--- src/hw/bt_pkg.sv ---
/*
  Constants and types shared by both ends of the block-transfer buffer link.
  Assumes a single 100 MHz clock mclk and active-low asynchronous reset nrst.
*/
package bt_pkg;

  // ***************************************************************
  // Widths and depths
  // ***************************************************************
  localparam int DATA_W = 8;
  localparam int ADDR_W = 3;
  localparam int FIFO_DEPTH = 64;
  localparam int PTR_W = 6;
  localparam int CNT_W = 7;
  localparam int USR_W = 3;
  localparam int RSV_W = 2;
  localparam int CFG_W = 3;
  localparam int IRQ_W = 4;

  typedef logic [DATA_W-1:0] byte_t;
  typedef logic [ADDR_W-1:0] addr_t;
  typedef logic [PTR_W-1:0] ptr_t;
  typedef logic [CNT_W-1:0] cnt_t;

  // ***************************************************************
  // Addresses seen from the host link and from the slave port
  // ***************************************************************
  localparam addr_t LNK_CTRL = 3'h0;
  localparam addr_t LNK_DATA = 3'h1;
  localparam addr_t LNK_MASK = 3'h2;
  localparam addr_t SLV_CFG = 3'h3;
  localparam addr_t SLV_IRQ_STAT = 3'h4;
  localparam addr_t SLV_IRQ_MASK = 3'h5;
  localparam addr_t SLV_LVL_H2S = 3'h6;
  localparam addr_t SLV_LVL_S2H = 3'h7;
  localparam addr_t HST_WR_CNT = 3'h4;
  localparam addr_t HST_RD_CNT = 3'h5;

  // ***************************************************************
  // Field positions and values
  // ***************************************************************
  localparam int CLR_WR_BIT = 0;
  localparam int CLR_RD_BIT = 1;
  localparam int USR_LO = 2;
  localparam int RSV_LO = 5;
  localparam int RST_REQ_BIT = 7;
  localparam int CFG_SEL_LOW = 0;
  localparam int CFG_SEL_HIGH = 1;
  localparam int CFG_RB_EN = 2;
  localparam int IRQ_WR_CLR = 0;
  localparam int IRQ_RD_CLR = 1;
  localparam int IRQ_RST = 2;
  localparam int IRQ_HDATA = 3;
  localparam logic [1:0] FIFO_ON = 2'h3;
  localparam byte_t BYTE_ZERO = 8'h00;
  localparam cnt_t CNT_FULL = 7'h40;
  localparam cnt_t CNT_ZERO = 7'h00;
  localparam ptr_t PTR_ZERO = 6'h00;
  localparam ptr_t PTR_ONE = 6'h01;
  localparam cnt_t CNT_ONE = 7'h01;

  function automatic ptr_t ptrInc(input ptr_t p);
    ptrInc = p + PTR_ONE;
  endfunction : ptrInc

  function automatic cnt_t cntNext(input cnt_t c, input logic push,
                                   input logic pop);
    cntNext = c;
    if (push && !pop) begin
      cntNext = c + CNT_ONE;
    end else if (pop && !push) begin
      cntNext = c - CNT_ONE;
    end
  endfunction : cntNext

endpackage : bt_pkg

--- src/hw/bt_link_if.sv ---
/*
  Host bus link between the external host end and the buffer device end.
  Assumes both ends run on the same mclk; read data follows one cycle later.
*/
interface bt_link_if;
  logic [bt_pkg::ADDR_W-1:0] addr;
  logic [bt_pkg::DATA_W-1:0] wdata;
  logic wr;
  logic rd;
  logic [bt_pkg::DATA_W-1:0] rdata;

  modport hostEnd (output addr, output wdata, output wr, output rd,
                   input rdata);
  modport devEnd (input addr, input wdata, input wr, input rd,
                  output rdata);
endinterface : bt_link_if

--- src/hw/block_transfer_host_buffer.sv ---
/*
  Device end of the block-transfer host buffer: pointer-clear requests,
  two 64-byte FIFOs, the upper host interrupt mask control bits, and a
  slave-side register port with a level interrupt.
  Assumes the host link and the slave port share mclk; strobes are single
  cycle and never both set on one port at once.
*/
// Implementation choices: strobed register access and the register addresses.
// What this block does
// RULE_01 - Host write 1 sets read-pointer clear; reads 0
// RULE_02 - Slave write 0 clears read-pointer clear
// RULE_03 - Host write 1 sets write-pointer clear; reads 0
// RULE_04 - Slave write 0 clears write-pointer clear
// RULE_05 - Pending clear holds matching FIFO pointers zero
// RULE_06 - Two independent 64-byte FIFOs, one per direction
// RULE_07 - Software enables FIFO via both select bits
// RULE_08 - Host-written bytes reach slave in order
// RULE_09 - Slave-written bytes reach host in order
// RULE_10 - Host write 1 to bit 7 sets reset
// RULE_11 - Reset flag reads 0 to host unless readback enabled
// RULE_12 - Slave writes 0 to cancel the reset
// RULE_13 - Host write 0 sets user bits 4..2
// RULE_14 - Slave writes user bits directly, both values
// RULE_15 - Bits 6..5 reserved, reset 0, shared read/write
module block_transfer_host_buffer (
  input wire logic mclk,
  input wire logic nrst,
  bt_link_if.devEnd lnk,
  input wire bt_pkg::addr_t sAddr,
  input wire bt_pkg::byte_t sWdata,
  input wire logic sWr,
  input wire logic sRd,
  output bt_pkg::byte_t sRdata,
  output logic slaveReset,
  output logic irq
);
  import bt_pkg::*;

  // ***************************************************************
  // Address decode
  // ***************************************************************
  logic hWrCtrl, hWrData, hWrMask, hRdData;
  logic sWrCtrl, sWrData, sWrMask, sRdData, sWrCfg, sWrStat, sWrIrqMask;
  logic fifoOn;
  logic clrRd_q, clrWr_q, resetReq_q;
  logic [RSV_W-1:0] rsv_q;
  logic [USR_W-1:0] user_q;
  logic [CFG_W-1:0] cfg_q;
  logic [IRQ_W-1:0] irqStat_q, irqMask_q, evt, irqClr;

  assign hWrCtrl = lnk.wr && (lnk.addr == LNK_CTRL);
  assign hWrData = lnk.wr && (lnk.addr == LNK_DATA);
  assign hWrMask = lnk.wr && (lnk.addr == LNK_MASK);
  assign hRdData = lnk.rd && (lnk.addr == LNK_DATA);
  assign sWrCtrl = sWr && (sAddr == LNK_CTRL);
  assign sWrData = sWr && (sAddr == LNK_DATA);
  assign sWrMask = sWr && (sAddr == LNK_MASK);
  assign sRdData = sRd && (sAddr == LNK_DATA);
  assign sWrCfg = sWr && (sAddr == SLV_CFG);
  assign sWrStat = sWr && (sAddr == SLV_IRQ_STAT);
  assign sWrIrqMask = sWr && (sAddr == SLV_IRQ_MASK);
  // Data accesses are ignored until both select bits are set
  assign fifoOn = (cfg_q[CFG_SEL_HIGH:CFG_SEL_LOW] == FIFO_ON); // see RULE_07

  // ***************************************************************
  // Pointer-clear requests
  // ***************************************************************
  always_ff @(posedge mclk or negedge nrst) begin
    if (!nrst) begin
      clrRd_q <= 1'b0;
    end else if (hWrCtrl && lnk.wdata[CLR_RD_BIT]) begin
      clrRd_q <= 1'b1; // see RULE_01
    end else if (sWrCtrl && !sWdata[CLR_RD_BIT]) begin
      clrRd_q <= 1'b0; // see RULE_02
    end
  end

  always_ff @(posedge mclk or negedge nrst) begin
    if (!nrst) begin
      clrWr_q <= 1'b0;
    end else if (hWrCtrl && lnk.wdata[CLR_WR_BIT]) begin
      clrWr_q <= 1'b1; // see RULE_03
    end else if (sWrCtrl && !sWdata[CLR_WR_BIT]) begin
      clrWr_q <= 1'b0; // see RULE_04
    end
  end

  // ***************************************************************
  // Host interrupt mask control, upper bits
  // ***************************************************************
  always_ff @(posedge mclk or negedge nrst) begin
    if (!nrst) begin
      resetReq_q <= 1'b0;
    end else if (hWrMask && lnk.wdata[RST_REQ_BIT]) begin
      resetReq_q <= 1'b1; // see RULE_10
    end else if (sWrMask && !sWdata[RST_REQ_BIT]) begin
      resetReq_q <= 1'b0; // see RULE_12
    end
  end

  // Host wins when both sides write the reserved bits together
  always_ff @(posedge mclk or negedge nrst) begin
    if (!nrst) begin
      rsv_q <= '0;
    end else if (hWrMask) begin
      rsv_q <= lnk.wdata[RSV_LO +: RSV_W]; // see RULE_15
    end else if (sWrMask) begin
      rsv_q <= sWdata[RSV_LO +: RSV_W]; // see RULE_15
    end
  end

  always_ff @(posedge mclk or negedge nrst) begin
    if (!nrst) begin
      user_q <= '0;
    end else begin
      for (int i = 0; i < USR_W; i++) begin
        if (hWrMask && !lnk.wdata[USR_LO+i]) begin
          user_q[i] <= 1'b1; // see RULE_13
        end else if (sWrMask) begin
          user_q[i] <= sWdata[USR_LO+i]; // see RULE_14
        end
      end
    end
  end

  always_ff @(posedge mclk or negedge nrst) begin
    if (!nrst) begin
      cfg_q <= '0;
    end else if (sWrCfg) begin
      cfg_q <= sWdata[CFG_W-1:0];
    end
  end

  function automatic byte_t maskView(input logic showReset);
    maskView = {showReset, rsv_q, user_q, 2'b00};
  endfunction : maskView

  // ***************************************************************
  // Host-to-slave FIFO
  // ***************************************************************
  byte_t h2sMem [FIFO_DEPTH]; // see RULE_06
  ptr_t h2sWp_q, h2sRp_q;
  cnt_t h2sCnt_q;
  logic h2sPush, h2sPop;

  assign h2sPush = hWrData && fifoOn && (h2sCnt_q != CNT_FULL) && !clrWr_q;
  assign h2sPop = sRdData && fifoOn && (h2sCnt_q != CNT_ZERO) && !clrWr_q;

  always_ff @(posedge mclk) begin
    if (h2sPush) begin
      h2sMem[h2sWp_q] <= lnk.wdata; // see RULE_08
    end
  end

  always_ff @(posedge mclk or negedge nrst) begin
    if (!nrst) begin
      h2sWp_q <= PTR_ZERO;
      h2sRp_q <= PTR_ZERO;
      h2sCnt_q <= CNT_ZERO;
    end else if (clrWr_q) begin
      h2sWp_q <= PTR_ZERO; // see RULE_05
      h2sRp_q <= PTR_ZERO; // see RULE_05
      h2sCnt_q <= CNT_ZERO;
    end else begin
      if (h2sPush) begin
        h2sWp_q <= ptrInc(h2sWp_q); // see RULE_08
      end
      if (h2sPop) begin
        h2sRp_q <= ptrInc(h2sRp_q); // see RULE_08
      end
      h2sCnt_q <= cntNext(h2sCnt_q, h2sPush, h2sPop);
    end
  end

  // ***************************************************************
  // Slave-to-host FIFO
  // ***************************************************************
  byte_t s2hMem [FIFO_DEPTH]; // see RULE_06
  ptr_t s2hWp_q, s2hRp_q;
  cnt_t s2hCnt_q;
  logic s2hPush, s2hPop;

  assign s2hPush = sWrData && fifoOn && (s2hCnt_q != CNT_FULL) && !clrRd_q;
  assign s2hPop = hRdData && fifoOn && (s2hCnt_q != CNT_ZERO) && !clrRd_q;

  always_ff @(posedge mclk) begin
    if (s2hPush) begin
      s2hMem[s2hWp_q] <= sWdata; // see RULE_09
    end
  end

  always_ff @(posedge mclk or negedge nrst) begin
    if (!nrst) begin
      s2hWp_q <= PTR_ZERO;
      s2hRp_q <= PTR_ZERO;
      s2hCnt_q <= CNT_ZERO;
    end else if (clrRd_q) begin
      s2hWp_q <= PTR_ZERO; // see RULE_05
      s2hRp_q <= PTR_ZERO; // see RULE_05
      s2hCnt_q <= CNT_ZERO;
    end else begin
      if (s2hPush) begin
        s2hWp_q <= ptrInc(s2hWp_q); // see RULE_09
      end
      if (s2hPop) begin
        s2hRp_q <= ptrInc(s2hRp_q); // see RULE_09
      end
      s2hCnt_q <= cntNext(s2hCnt_q, s2hPush, s2hPop);
    end
  end

  // ***************************************************************
  // Read data, one cycle after the strobe
  // ***************************************************************
  always_ff @(posedge mclk or negedge nrst) begin
    if (!nrst) begin
      lnk.rdata <= BYTE_ZERO;
    end else if (!lnk.rd) begin
      lnk.rdata <= BYTE_ZERO;
    end else if (lnk.addr == LNK_DATA) begin
      lnk.rdata <= s2hPop ? s2hMem[s2hRp_q] : BYTE_ZERO; // see RULE_09
    end else if (lnk.addr == LNK_MASK) begin
      lnk.rdata <= maskView(resetReq_q && cfg_q[CFG_RB_EN]); // see RULE_11
    end else begin
      // Pointer-clear bits always read back as zero to the host
      lnk.rdata <= BYTE_ZERO; // see RULE_01, see RULE_03
    end
  end

  always_ff @(posedge mclk or negedge nrst) begin
    if (!nrst) begin
      sRdata <= BYTE_ZERO;
    end else if (!sRd) begin
      sRdata <= BYTE_ZERO;
    end else if (sAddr == LNK_CTRL) begin
      sRdata <= {6'h00, clrRd_q, clrWr_q};
    end else if (sAddr == LNK_DATA) begin
      sRdata <= h2sPop ? h2sMem[h2sRp_q] : BYTE_ZERO; // see RULE_08
    end else if (sAddr == LNK_MASK) begin
      sRdata <= maskView(resetReq_q);
    end else if (sAddr == SLV_CFG) begin
      sRdata <= {5'h00, cfg_q};
    end else if (sAddr == SLV_IRQ_STAT) begin
      sRdata <= {4'h0, irqStat_q};
    end else if (sAddr == SLV_IRQ_MASK) begin
      sRdata <= {4'h0, irqMask_q};
    end else if (sAddr == SLV_LVL_H2S) begin
      sRdata <= {1'b0, h2sCnt_q};
    end else begin
      sRdata <= {1'b0, s2hCnt_q};
    end
  end

  // ***************************************************************
  // Slave interrupt: sticky events, write one to clear, set wins
  // ***************************************************************
  always_comb begin
    evt = '0;
    evt[IRQ_WR_CLR] = hWrCtrl && lnk.wdata[CLR_WR_BIT];
    evt[IRQ_RD_CLR] = hWrCtrl && lnk.wdata[CLR_RD_BIT];
    evt[IRQ_RST] = hWrMask && lnk.wdata[RST_REQ_BIT];
    evt[IRQ_HDATA] = h2sPush;
  end

  assign irqClr = sWrStat ? sWdata[IRQ_W-1:0] : '0;

  always_ff @(posedge mclk or negedge nrst) begin
    if (!nrst) begin
      irqStat_q <= '0;
    end else begin
      irqStat_q <= (irqStat_q & ~irqClr) | evt;
    end
  end

  always_ff @(posedge mclk or negedge nrst) begin
    if (!nrst) begin
      irqMask_q <= '0;
    end else if (sWrIrqMask) begin
      irqMask_q <= sWdata[IRQ_W-1:0];
    end
  end

  assign irq = |(irqStat_q & irqMask_q);
  assign slaveReset = resetReq_q;

endmodule : block_transfer_host_buffer

--- src/flat_wrapper.sv ---
// flat-port wrapper written by rule: the top's interface ports become plain ports
module block_transfer_host_buffer_flat import bt_pkg::*;
  (mclk, nrst, sAddr, sWdata, sWr, sRd, sRdata, slaveReset, irq, lnk_addr, lnk_wdata, lnk_wr, lnk_rd, lnk_rdata);
  bt_link_if lnk_i ();
  input wire logic mclk;
  input wire logic nrst;
  input wire bt_pkg::addr_t sAddr;
  input wire bt_pkg::byte_t sWdata;
  input wire logic sWr;
  input wire logic sRd;
  output bt_pkg::byte_t sRdata;
  output logic slaveReset;
  output logic irq;
  input wire logic [$bits(lnk_i.addr)-1:0] lnk_addr;
  input wire logic [$bits(lnk_i.wdata)-1:0] lnk_wdata;
  input wire logic [$bits(lnk_i.wr)-1:0] lnk_wr;
  input wire logic [$bits(lnk_i.rd)-1:0] lnk_rd;
  output wire logic [$bits(lnk_i.rdata)-1:0] lnk_rdata;
  assign lnk_i.addr = lnk_addr;
  assign lnk_i.wdata = lnk_wdata;
  assign lnk_i.wr = lnk_wr;
  assign lnk_i.rd = lnk_rd;
  assign lnk_rdata = lnk_i.rdata;
  block_transfer_host_buffer u_core (.mclk(mclk), .nrst(nrst), .lnk(lnk_i), .sAddr(sAddr), .sWdata(sWdata), .sWr(sWr), .sRd(sRd), .sRdata(sRdata), .slaveReset(slaveReset), .irq(irq));
endmodule
--- config.mk ---
export PLATFORM = sky130hd
export DESIGN_NAME = block_transfer_host_buffer_flat
export DESIGN_NICKNAME = d
export VERILOG_FILES = /design/src/hw/bt_pkg.sv /design/src/hw/bt_link_if.sv /design/src/hw/block_transfer_host_buffer.sv /design/src/flat_wrapper.sv
export SDC_FILE = /design/constraint.sdc
export NUM_CORES = 1
export LEC_CHECK = 0
export BUFFER_PORTS_ARGS = -buffer_cell sky130_fd_sc_hd__buf_2
export CAP_MARGIN = 30
export CELL_PAD_IN_SITES_DETAIL_PLACEMENT = 2
export CELL_PAD_IN_SITES_GLOBAL_PLACEMENT = 2
export CORE_ASPECT_RATIO = 0.75
export CORE_UTILIZATION = 35
export DETAILED_ROUTE_END_ITERATION = 16
export PLACE_DENSITY = 0.68
export SETUP_SLACK_MARGIN = 0.5
export SYNTH_ARGS = -nofsm -noshare
export SYNTH_HDL_FRONTEND = slang
export SYNTH_SLANG_ARGS = --single-unit
--- constraint.sdc ---
create_clock -name mclk -period 4.5 [get_ports mclk]
set_input_delay 0.9 -clock mclk [delete_from_list [all_inputs] [get_ports mclk]]
set_output_delay 0.9 -clock mclk [all_outputs]
set_load 0.01 [all_outputs]
# Yosys cells after proc, flatten, opt, wreduce, memory -nomap -nowiden
# Memories as Yosys holds them, arrays and structs flattened.
# Index checks and enable logic that the tools add are counted.
# totals
elab_cells	156
regBits	73
ram_bits	1024
mem_count	2
# classes
reduce_logical	67
n_bitwise	4
n_eq_ne	11
n_mux	46
add_sub_neg	8
# mem_list
name	words	word_bits	read_ports	rd_ports_with_merged_regs	wr	line	rtl
u_core.h2sMem	64	8	1	0	1	block_transfer_host_buffer.sv:141	byte_t h2sMem [FIFO_DEPTH];
u_core.s2hMem	64	8	1	0	1	block_transfer_host_buffer.sv:178	byte_t s2hMem [FIFO_DEPTH];
# op_table
operator	n
8-bit two-way mux	12
7-bit two-way mux	7
6-bit two-way mux	8
1-bit logical AND	37
6-bit by 1-bit adder with 6-bit output (second input constant)	4
2-bit nonzero test	11
1-bit two-way mux	16
7-bit by 1-bit adder with 7-bit output (second input constant)	2
7-bit != test (second input constant)	2
7-bit nonzero test	2
7-bit by 1-bit subtractor with 7-bit output (second input constant)	2
1-bit zero test	12
3-bit by 2-bit equality test with 1-bit output (second input constant)	3
3-bit equality test (second input constant)	3
4-bit bitwise AND	2
3-bit by 1-bit equality test with 1-bit output (second input constant)	2
3-bit zero test	2
3-bit nonzero test	2
2-bit two-way mux	2
4-bit two-way mux	1
4-bit NOT	1
4-bit bitwise OR	1
4-bit OR reduction	1
2-bit equality test (second input constant)	1

# Depth between registers and ports, before layout
# depth
ltp_word	10
mapped_depth	16
depth_no_buf	14

# Worst setup path before layout
# Ideal clock, no wire load.
# synth_path
path_type	input-to-reg
startpoint	input port sAddr[1]
endpoint	register u_core.h2sCnt_q[6]
t_arrival_ns	3.881
setup_time_ns	0.125
t_required_ns	4.375
path_slack_ns	0.494
path_stages	14
cell_sequence	clkbuf_1 > nand4b_1 > a311o_1 > nor2_1 > inv_1 > ha_1 > inv_1 > ha_1 > nor2b_1 > o21ai_0 > a21boi_0 > or3_1 > nand3_1 > mux2_2
# synth_via
elab_chain_len	9
# synth_lines
element	line	rtl
from (decl)	flat_wrapper.sv:7	input wire bt_pkg::addr_t sAddr;
3-bit by 1-bit equality test with 1-bit output (*)	block_transfer_host_buffer.sv:58	assign sRdData = sRd && (sAddr == LNK_DATA);
1-bit logical AND (*)	block_transfer_host_buffer.sv:58	
1-bit logical AND (*) (3 in series)	block_transfer_host_buffer.sv:147	assign h2sPop = sRdData && fifoOn && (h2sCnt_q != CNT_ZERO) && !clrWr_q;
1-bit zero test	bt_pkg.sv:69	if (push && !pop) begin
1-bit logical AND	bt_pkg.sv:69	
7-bit two-way mux	bt_pkg.sv:69	
7-bit two-way mux	block_transfer_host_buffer.sv:160	end else if (clrWr_q) begin
to (signal assigned)	block_transfer_host_buffer.sv:171	h2sCnt_q <= cntNext(h2sCnt_q, h2sPush, h2sPop);
to (decl)	block_transfer_host_buffer.sv:143	cnt_t h2sCnt_q;
# Every way passes the cells marked *; elsewhere a longest branch is shown, timed or not.
# A chain may end at the register's enable or synchronous reset.

# Worst setup path in the final report
# layout_path
startpoint	register u_core.s2hCnt_q[2]
endpoint	register u_core.s2hCnt_q[6]
# layout_via
elab_chain_len	7
# layout_lines
element	line	rtl
from (decl)	block_transfer_host_buffer.sv:180	cnt_t s2hCnt_q;
from (signal assigned)	block_transfer_host_buffer.sv:208	s2hCnt_q <= cntNext(s2hCnt_q, s2hPush, s2hPop);
parallel branches: the longest is 7 deep, another holds 7-bit by 1-bit subtractor with 7-bit output	n/a	
# Parallel ways; which one is timed is not known. The select of a mux whose other input is x is not followed.

==> results by stage <==
Run status:
- The flow ran to the end, and the final reports show no timing, DRC or antenna violations.

Layout:
- The antenna diode count is 0.
- The final cell count without fillers is 4297.
- From synthesis to final layout, the design area changed by 15.4%.
- In the layout the commonest cells are sky130_fd_sc_hd__edfxtp_1, sky130_fd_sc_hd__mux4_2, sky130_fd_sc_hd__nor2_1.
- The share of final-layout standard cells stronger than drive strength 1 is 24.5%.
- For this run, the post-layout net count is 2600.
- The filler cell count in the final layout is 11700.
- The most common cell after layout, fill and taps aside is sky130_fd_sc_hd__edfxtp_1.

Clock network:
- CTS built an H-tree with a depth of 3.
- The TritonCTS clock tree is done.
- The clock passes through at most 3 buffers.
- The latest clock arrival within the worst-skew pair is 740 ps.
- CTS saw 1097 sinks.
- The clock input transition at the sequential cells of the worst setup and hold paths is 60 ps.
- The tree is rooted in a sky130_fd_sc_hd__clkbuf_16.
- The total clock buffers created by CTS is 109.

Power:
- The power density of the placed cells is 410 nW/um^2.
- Across the VDD grid, the largest voltage drop is 374 uV.
- The post-route total power is 20.7 mW.
- The static leakage power is between 15 and 20 nW.

Worst setup path:
- STA classifies the critical path startpoint as a flip-flop.
- The slowest stage of the critical path is the sky130_fd_sc_hd__dfrtp_1 cell.
- The critical path is of the flip-flop to flip-flop type.
- Broken down by cell family, the worst path's largest delay share belongs to simple AND/OR/NAND/NOR gates.
- The required time of the worst setup path is 5100 ps.
- STA classifies the critical path endpoint as a flip-flop.
- On the worst path, the slowest cell contributes a delay of 470 ps.
- Of all nets on the critical path, the largest fanout is 7.
- Together, buffers and inverters on the worst path number 2.
- The critical path goes through nor4_4 -> a31oi_1 -> and3b_1 -> and2_1 -> inv_2 -> ha_2 -> inv_1 -> ha_1 -> nor2b_1 -> o21ai_1 -> a21boi_0 -> or3_1 -> nand3_1 -> mux2_2.
- Data on the critical path arrives at its endpoint at 4490 ps.

Detailed routing:
- The first routing iteration left roughly 2400 violations.
- The detailed-route wire length is approximately 130 mm.
- Dividing the detail-routed via count by the number of cells gives between 5 and 6.
- For this run, the detailed router's first-pass iteration total came to 5.
- After detailed routing, the number of remaining DRC violations is 0.
- After detailed routing, the average wire length per cell comes to a little over 30 um.
- The detail route stage leaves a number of antenna-violating nets equal to 0.
- The count of vias placed by the detailed router is 24000.

Floorplan:
- The core region is 124000 sq um.
- The die covers 127000 sq um.
- The starting density of the core is a little over a third.
- The number of placed I/O pins is 46.
- After floorplanning, the core was divided into approximately 110 placement rows.
- The die height is 309 um.
- The floorplan step set the die width to 411 um.

Timing:
- The final number of max-transition violations is 0.
- Across all hold checks on the routed design, the worst slack comes to 239 ps.
- On the final layout, the worst clock skew is 50.5 ps.
- Setup repair after global routing left no endpoint under its margin.
- In this run the tightest slew margin relative to its limit is 31.4%.
- The number of endpoints with negative hold slack in the final report is 0.
- The count of endpoints failing setup in the final report is 0.
- The final critical path time including I/O delays and setup is 3880 ps.
- Of the available clock period, the critical path in the final layout requires a little under nine tenths.
- Based on the critical path, the design can be clocked at up to 258 MHz.
- The measured slew at the worst slew-check pin is ~1000 ps.

Synthesis:
- The Yosys step of the flow raised 0 warnings.
- The number of enable flip-flop cells after synthesis is 1024.
- Among all flip-flop cells after synthesis, the most frequent one is sky130_fd_sc_hd__edfxtp_1.
- After synthesis the netlist holds a flip-flop and latch count of 1097.
- After technology mapping, the gate count stands at 2339.
- The register area share after synthesis is between 70% and 80%.
- After synthesis, the netlist uses 61 different library cells.
- The number of nets in the synthesized netlist is 2387.
- The cell area after synthesis is 43800 sq um.
- Averaged over all synthesized cells, the footprint is 18.7 sq um.
- For this run, asynchronously set or reset flops after synthesis account for 6.65%.

Global routing:
- For this run, global-route usage on met3 was measured as 4.12%.
- For this run the aggregate overflow at the end of global routing stands at 0.
- For this run, global-route usage on met2 was measured as 33.2%.
- For this run, global-route usage on met1 was measured as 30.4%.
- In this run the most used layer during global routing was met2.
- The number of antenna violations at the first check in global routing is 5.
- The number of global-route vias before repair is between 20000 and 30000.
- The overall global routing resource usage is 21.2%.
- The maximum number of pins on one net before global-route repair is 66.
- The first-pass GRT wire length is ~190 mm.

Place:
- Input and output buffers added on the ports amount to 45.
- The number of placed instances with taps included is 4091.
- After legalization and detailed placement, the total HPWL measured 89.6 mm.
- The routability-driven placement congestion ratio is around 0.85.

Worst hold path:
- The tightest min-delay check is of the input pin to async pin type.

Run:
- The reported max-cap violation count is 0.
worst paths after layout:
check | endpoint | slack [ps] | cells after the start | from
max | u_core.s2hCnt_q[6] | 620 | 14 | u_core.s2hCnt_q[2]
min | u_core.h2sCnt_q[5] | 240 | 1 | nrst
max reg2reg | u_core.s2hCnt_q[6] | 620 | 14 | u_core.s2hCnt_q[2]
min reg2reg | u_core.irqStat_q[1] | 530 | 2 | u_core.irqStat_q[1]
max in group asynchronous | u_core.sRdata[0] | 3420 | 2 | nrst
min in group mclk | u_core.irqStat_q[1] | 530 | 2 | u_core.irqStat_q[1]
Yosys cell counts (4+ instances only):
master,count,area (sq um)
sky130_fd_sc_hd__a21o_1,5,37.5
sky130_fd_sc_hd__a21oi_1,33,165
sky130_fd_sc_hd__a221oi_1,10,87.6
sky130_fd_sc_hd__a22o_1,10,87.6
sky130_fd_sc_hd__a22oi_1,71,533
sky130_fd_sc_hd__a31oi_1,15,93.8
sky130_fd_sc_hd__and2_1,9,56.3
sky130_fd_sc_hd__and3_1,6,37.5
sky130_fd_sc_hd__buf_1,20,75.1
sky130_fd_sc_hd__buf_2,26,130
sky130_fd_sc_hd__buf_4,21,158
sky130_fd_sc_hd__clkbuf_1,60,225
sky130_fd_sc_hd__dfrtp_1,73,1830
sky130_fd_sc_hd__edfxtp_1,1024,30700
sky130_fd_sc_hd__ha_1,18,225
sky130_fd_sc_hd__inv_1,22,82.6
sky130_fd_sc_hd__mux2_2,17,191
sky130_fd_sc_hd__mux2i_1,104,1040
sky130_fd_sc_hd__mux4_2,223,5020
sky130_fd_sc_hd__nand2_1,70,263
sky130_fd_sc_hd__nand2b_1,14,87.6
sky130_fd_sc_hd__nand3_1,57,285
sky130_fd_sc_hd__nand3b_1,7,52.6
sky130_fd_sc_hd__nand4_1,14,87.6
sky130_fd_sc_hd__nand4b_1,5,43.8
sky130_fd_sc_hd__nor2_1,208,781
sky130_fd_sc_hd__nor2b_1,27,169
sky130_fd_sc_hd__nor3_1,15,75.1
sky130_fd_sc_hd__nor4_1,6,37.5
sky130_fd_sc_hd__o211ai_1,5,37.5
sky130_fd_sc_hd__o21ai_0,37,185
sky130_fd_sc_hd__o22ai_1,15,93.8
sky130_fd_sc_hd__o31ai_1,5,37.5
sky130_fd_sc_hd__o41ai_1,4,35.0
sky130_fd_sc_hd__or3_1,11,68.8
sky130_fd_sc_hd__or3b_2,4,35.0
sky130_fd_sc_hd__xnor2_1,11,96.3
sky130_fd_sc_hd__xor2_1,16,140
routing by layer:
metal	part of all wire [%]	wire [um]
met2	47	62300
met3	6.3	8420
met1	45	59800
met4	2.2	2910
met5	0.016	22
cell families (layout without fill, tap and decap cells):
| family | Yosys count | count (layout) | synth area share, % |
|---|---|---|---|
| compound gates | 235 | 235 | 3.73 |
| xor+xnor | 27 | 27 | 0.539 |
| fa+ha+maj | 20 | 20 | 0.605 |
| buf+inv | 152 | 457 | 1.61 |
| flops | 1097 | 1097 | 74.3 |
| mux | 344 | 344 | 14.3 |
| simple gates | 464 | 464 | 4.94 |
worst reg2reg max path: stages, from the launching register on:
cell and delay, ps:
sky130_fd_sc_hd__dfrtp_1 470, sky130_fd_sc_hd__nor4_4 350, sky130_fd_sc_hd__a31oi_1 140, sky130_fd_sc_hd__and3b_1 220
sky130_fd_sc_hd__and2_1 200, sky130_fd_sc_hd__inv_2 160, sky130_fd_sc_hd__ha_2 260, sky130_fd_sc_hd__inv_1 160
sky130_fd_sc_hd__ha_1 390, sky130_fd_sc_hd__nor2b_1 180, sky130_fd_sc_hd__o21ai_1 210, sky130_fd_sc_hd__a21boi_0 190
sky130_fd_sc_hd__or3_1 390, sky130_fd_sc_hd__nand3_1 110, sky130_fd_sc_hd__mux2_2 350
timing repair:
action	4_1_cts	5_1_grt
setup buffers	0	1
hold endpoints to repair	0	0
endpoints found under the setup margin	2	2
gates resized for setup	4	5
cloned	0	0
hold buffers	0	0
pin swaps	0	1
layout make-up:
type	instances	area, sq um	area share, %
Clock buffer	131	2870	5.67
Clock inverter	72	581	1.15
Inverter	22	82.6	0.163
Multi-Input combinational cell	1090	10600	20.9
Sequential cell	1097	32600	64.4
Tap cell	1653	2070	4.09
Timing Repair Buffer	232	1820	3.59
stage by stage:
stage          utilization [%]  instance area, sq um  setup slack [ps]  setup TNS [ps]
5_1_grt                   40.7                 50600               508               0
2_1_floorplan                -                 43800               541               0
4_1_cts                   40.7                 50500               464               0
6_report                  40.7                 50600               619               0
3_5_place_dp              37.9                 47100             -60.3           -60.3
3_3_place_gp              37.8                 47000               221               0
where the power goes:
| part | internal, mW | switching [mW] | leakage, nW | total [mW] |
|---|---|---|---|---|
| Sequential | 11.2 | 0.0790 | 10.2 | 11.3 |
| Combinational | 0.137 | 0.375 | 4.08 | 0.512 |
| Clock | 4.90 | 4.05 | 1.67 | 8.96 |
flip-flops by register name, indices dropped and copies added (netlist names):
signal             flops
u_core.clrRd_q         1
u_core.clrWr_q         1
u_core.s2hMem        512
u_core.irqMask_q       4
u_core.s2hCnt_q        7
u_core.cfg_q           3
u_core.s2hWp_q         6
u_core.slaveReset      1
u_core.user_q          3
u_core.h2sCnt_q        7
u_core.sRdata          8
u_core.irqStat_q       4
u_core.h2sMem        512
u_core.rsv_q           2
u_core.s2hRp_q         6
u_core.lnk.rdata       8
u_core.h2sWp_q         6
u_core.h2sRp_q         6
No activity file was read; power rests on OpenSTA's default activity.
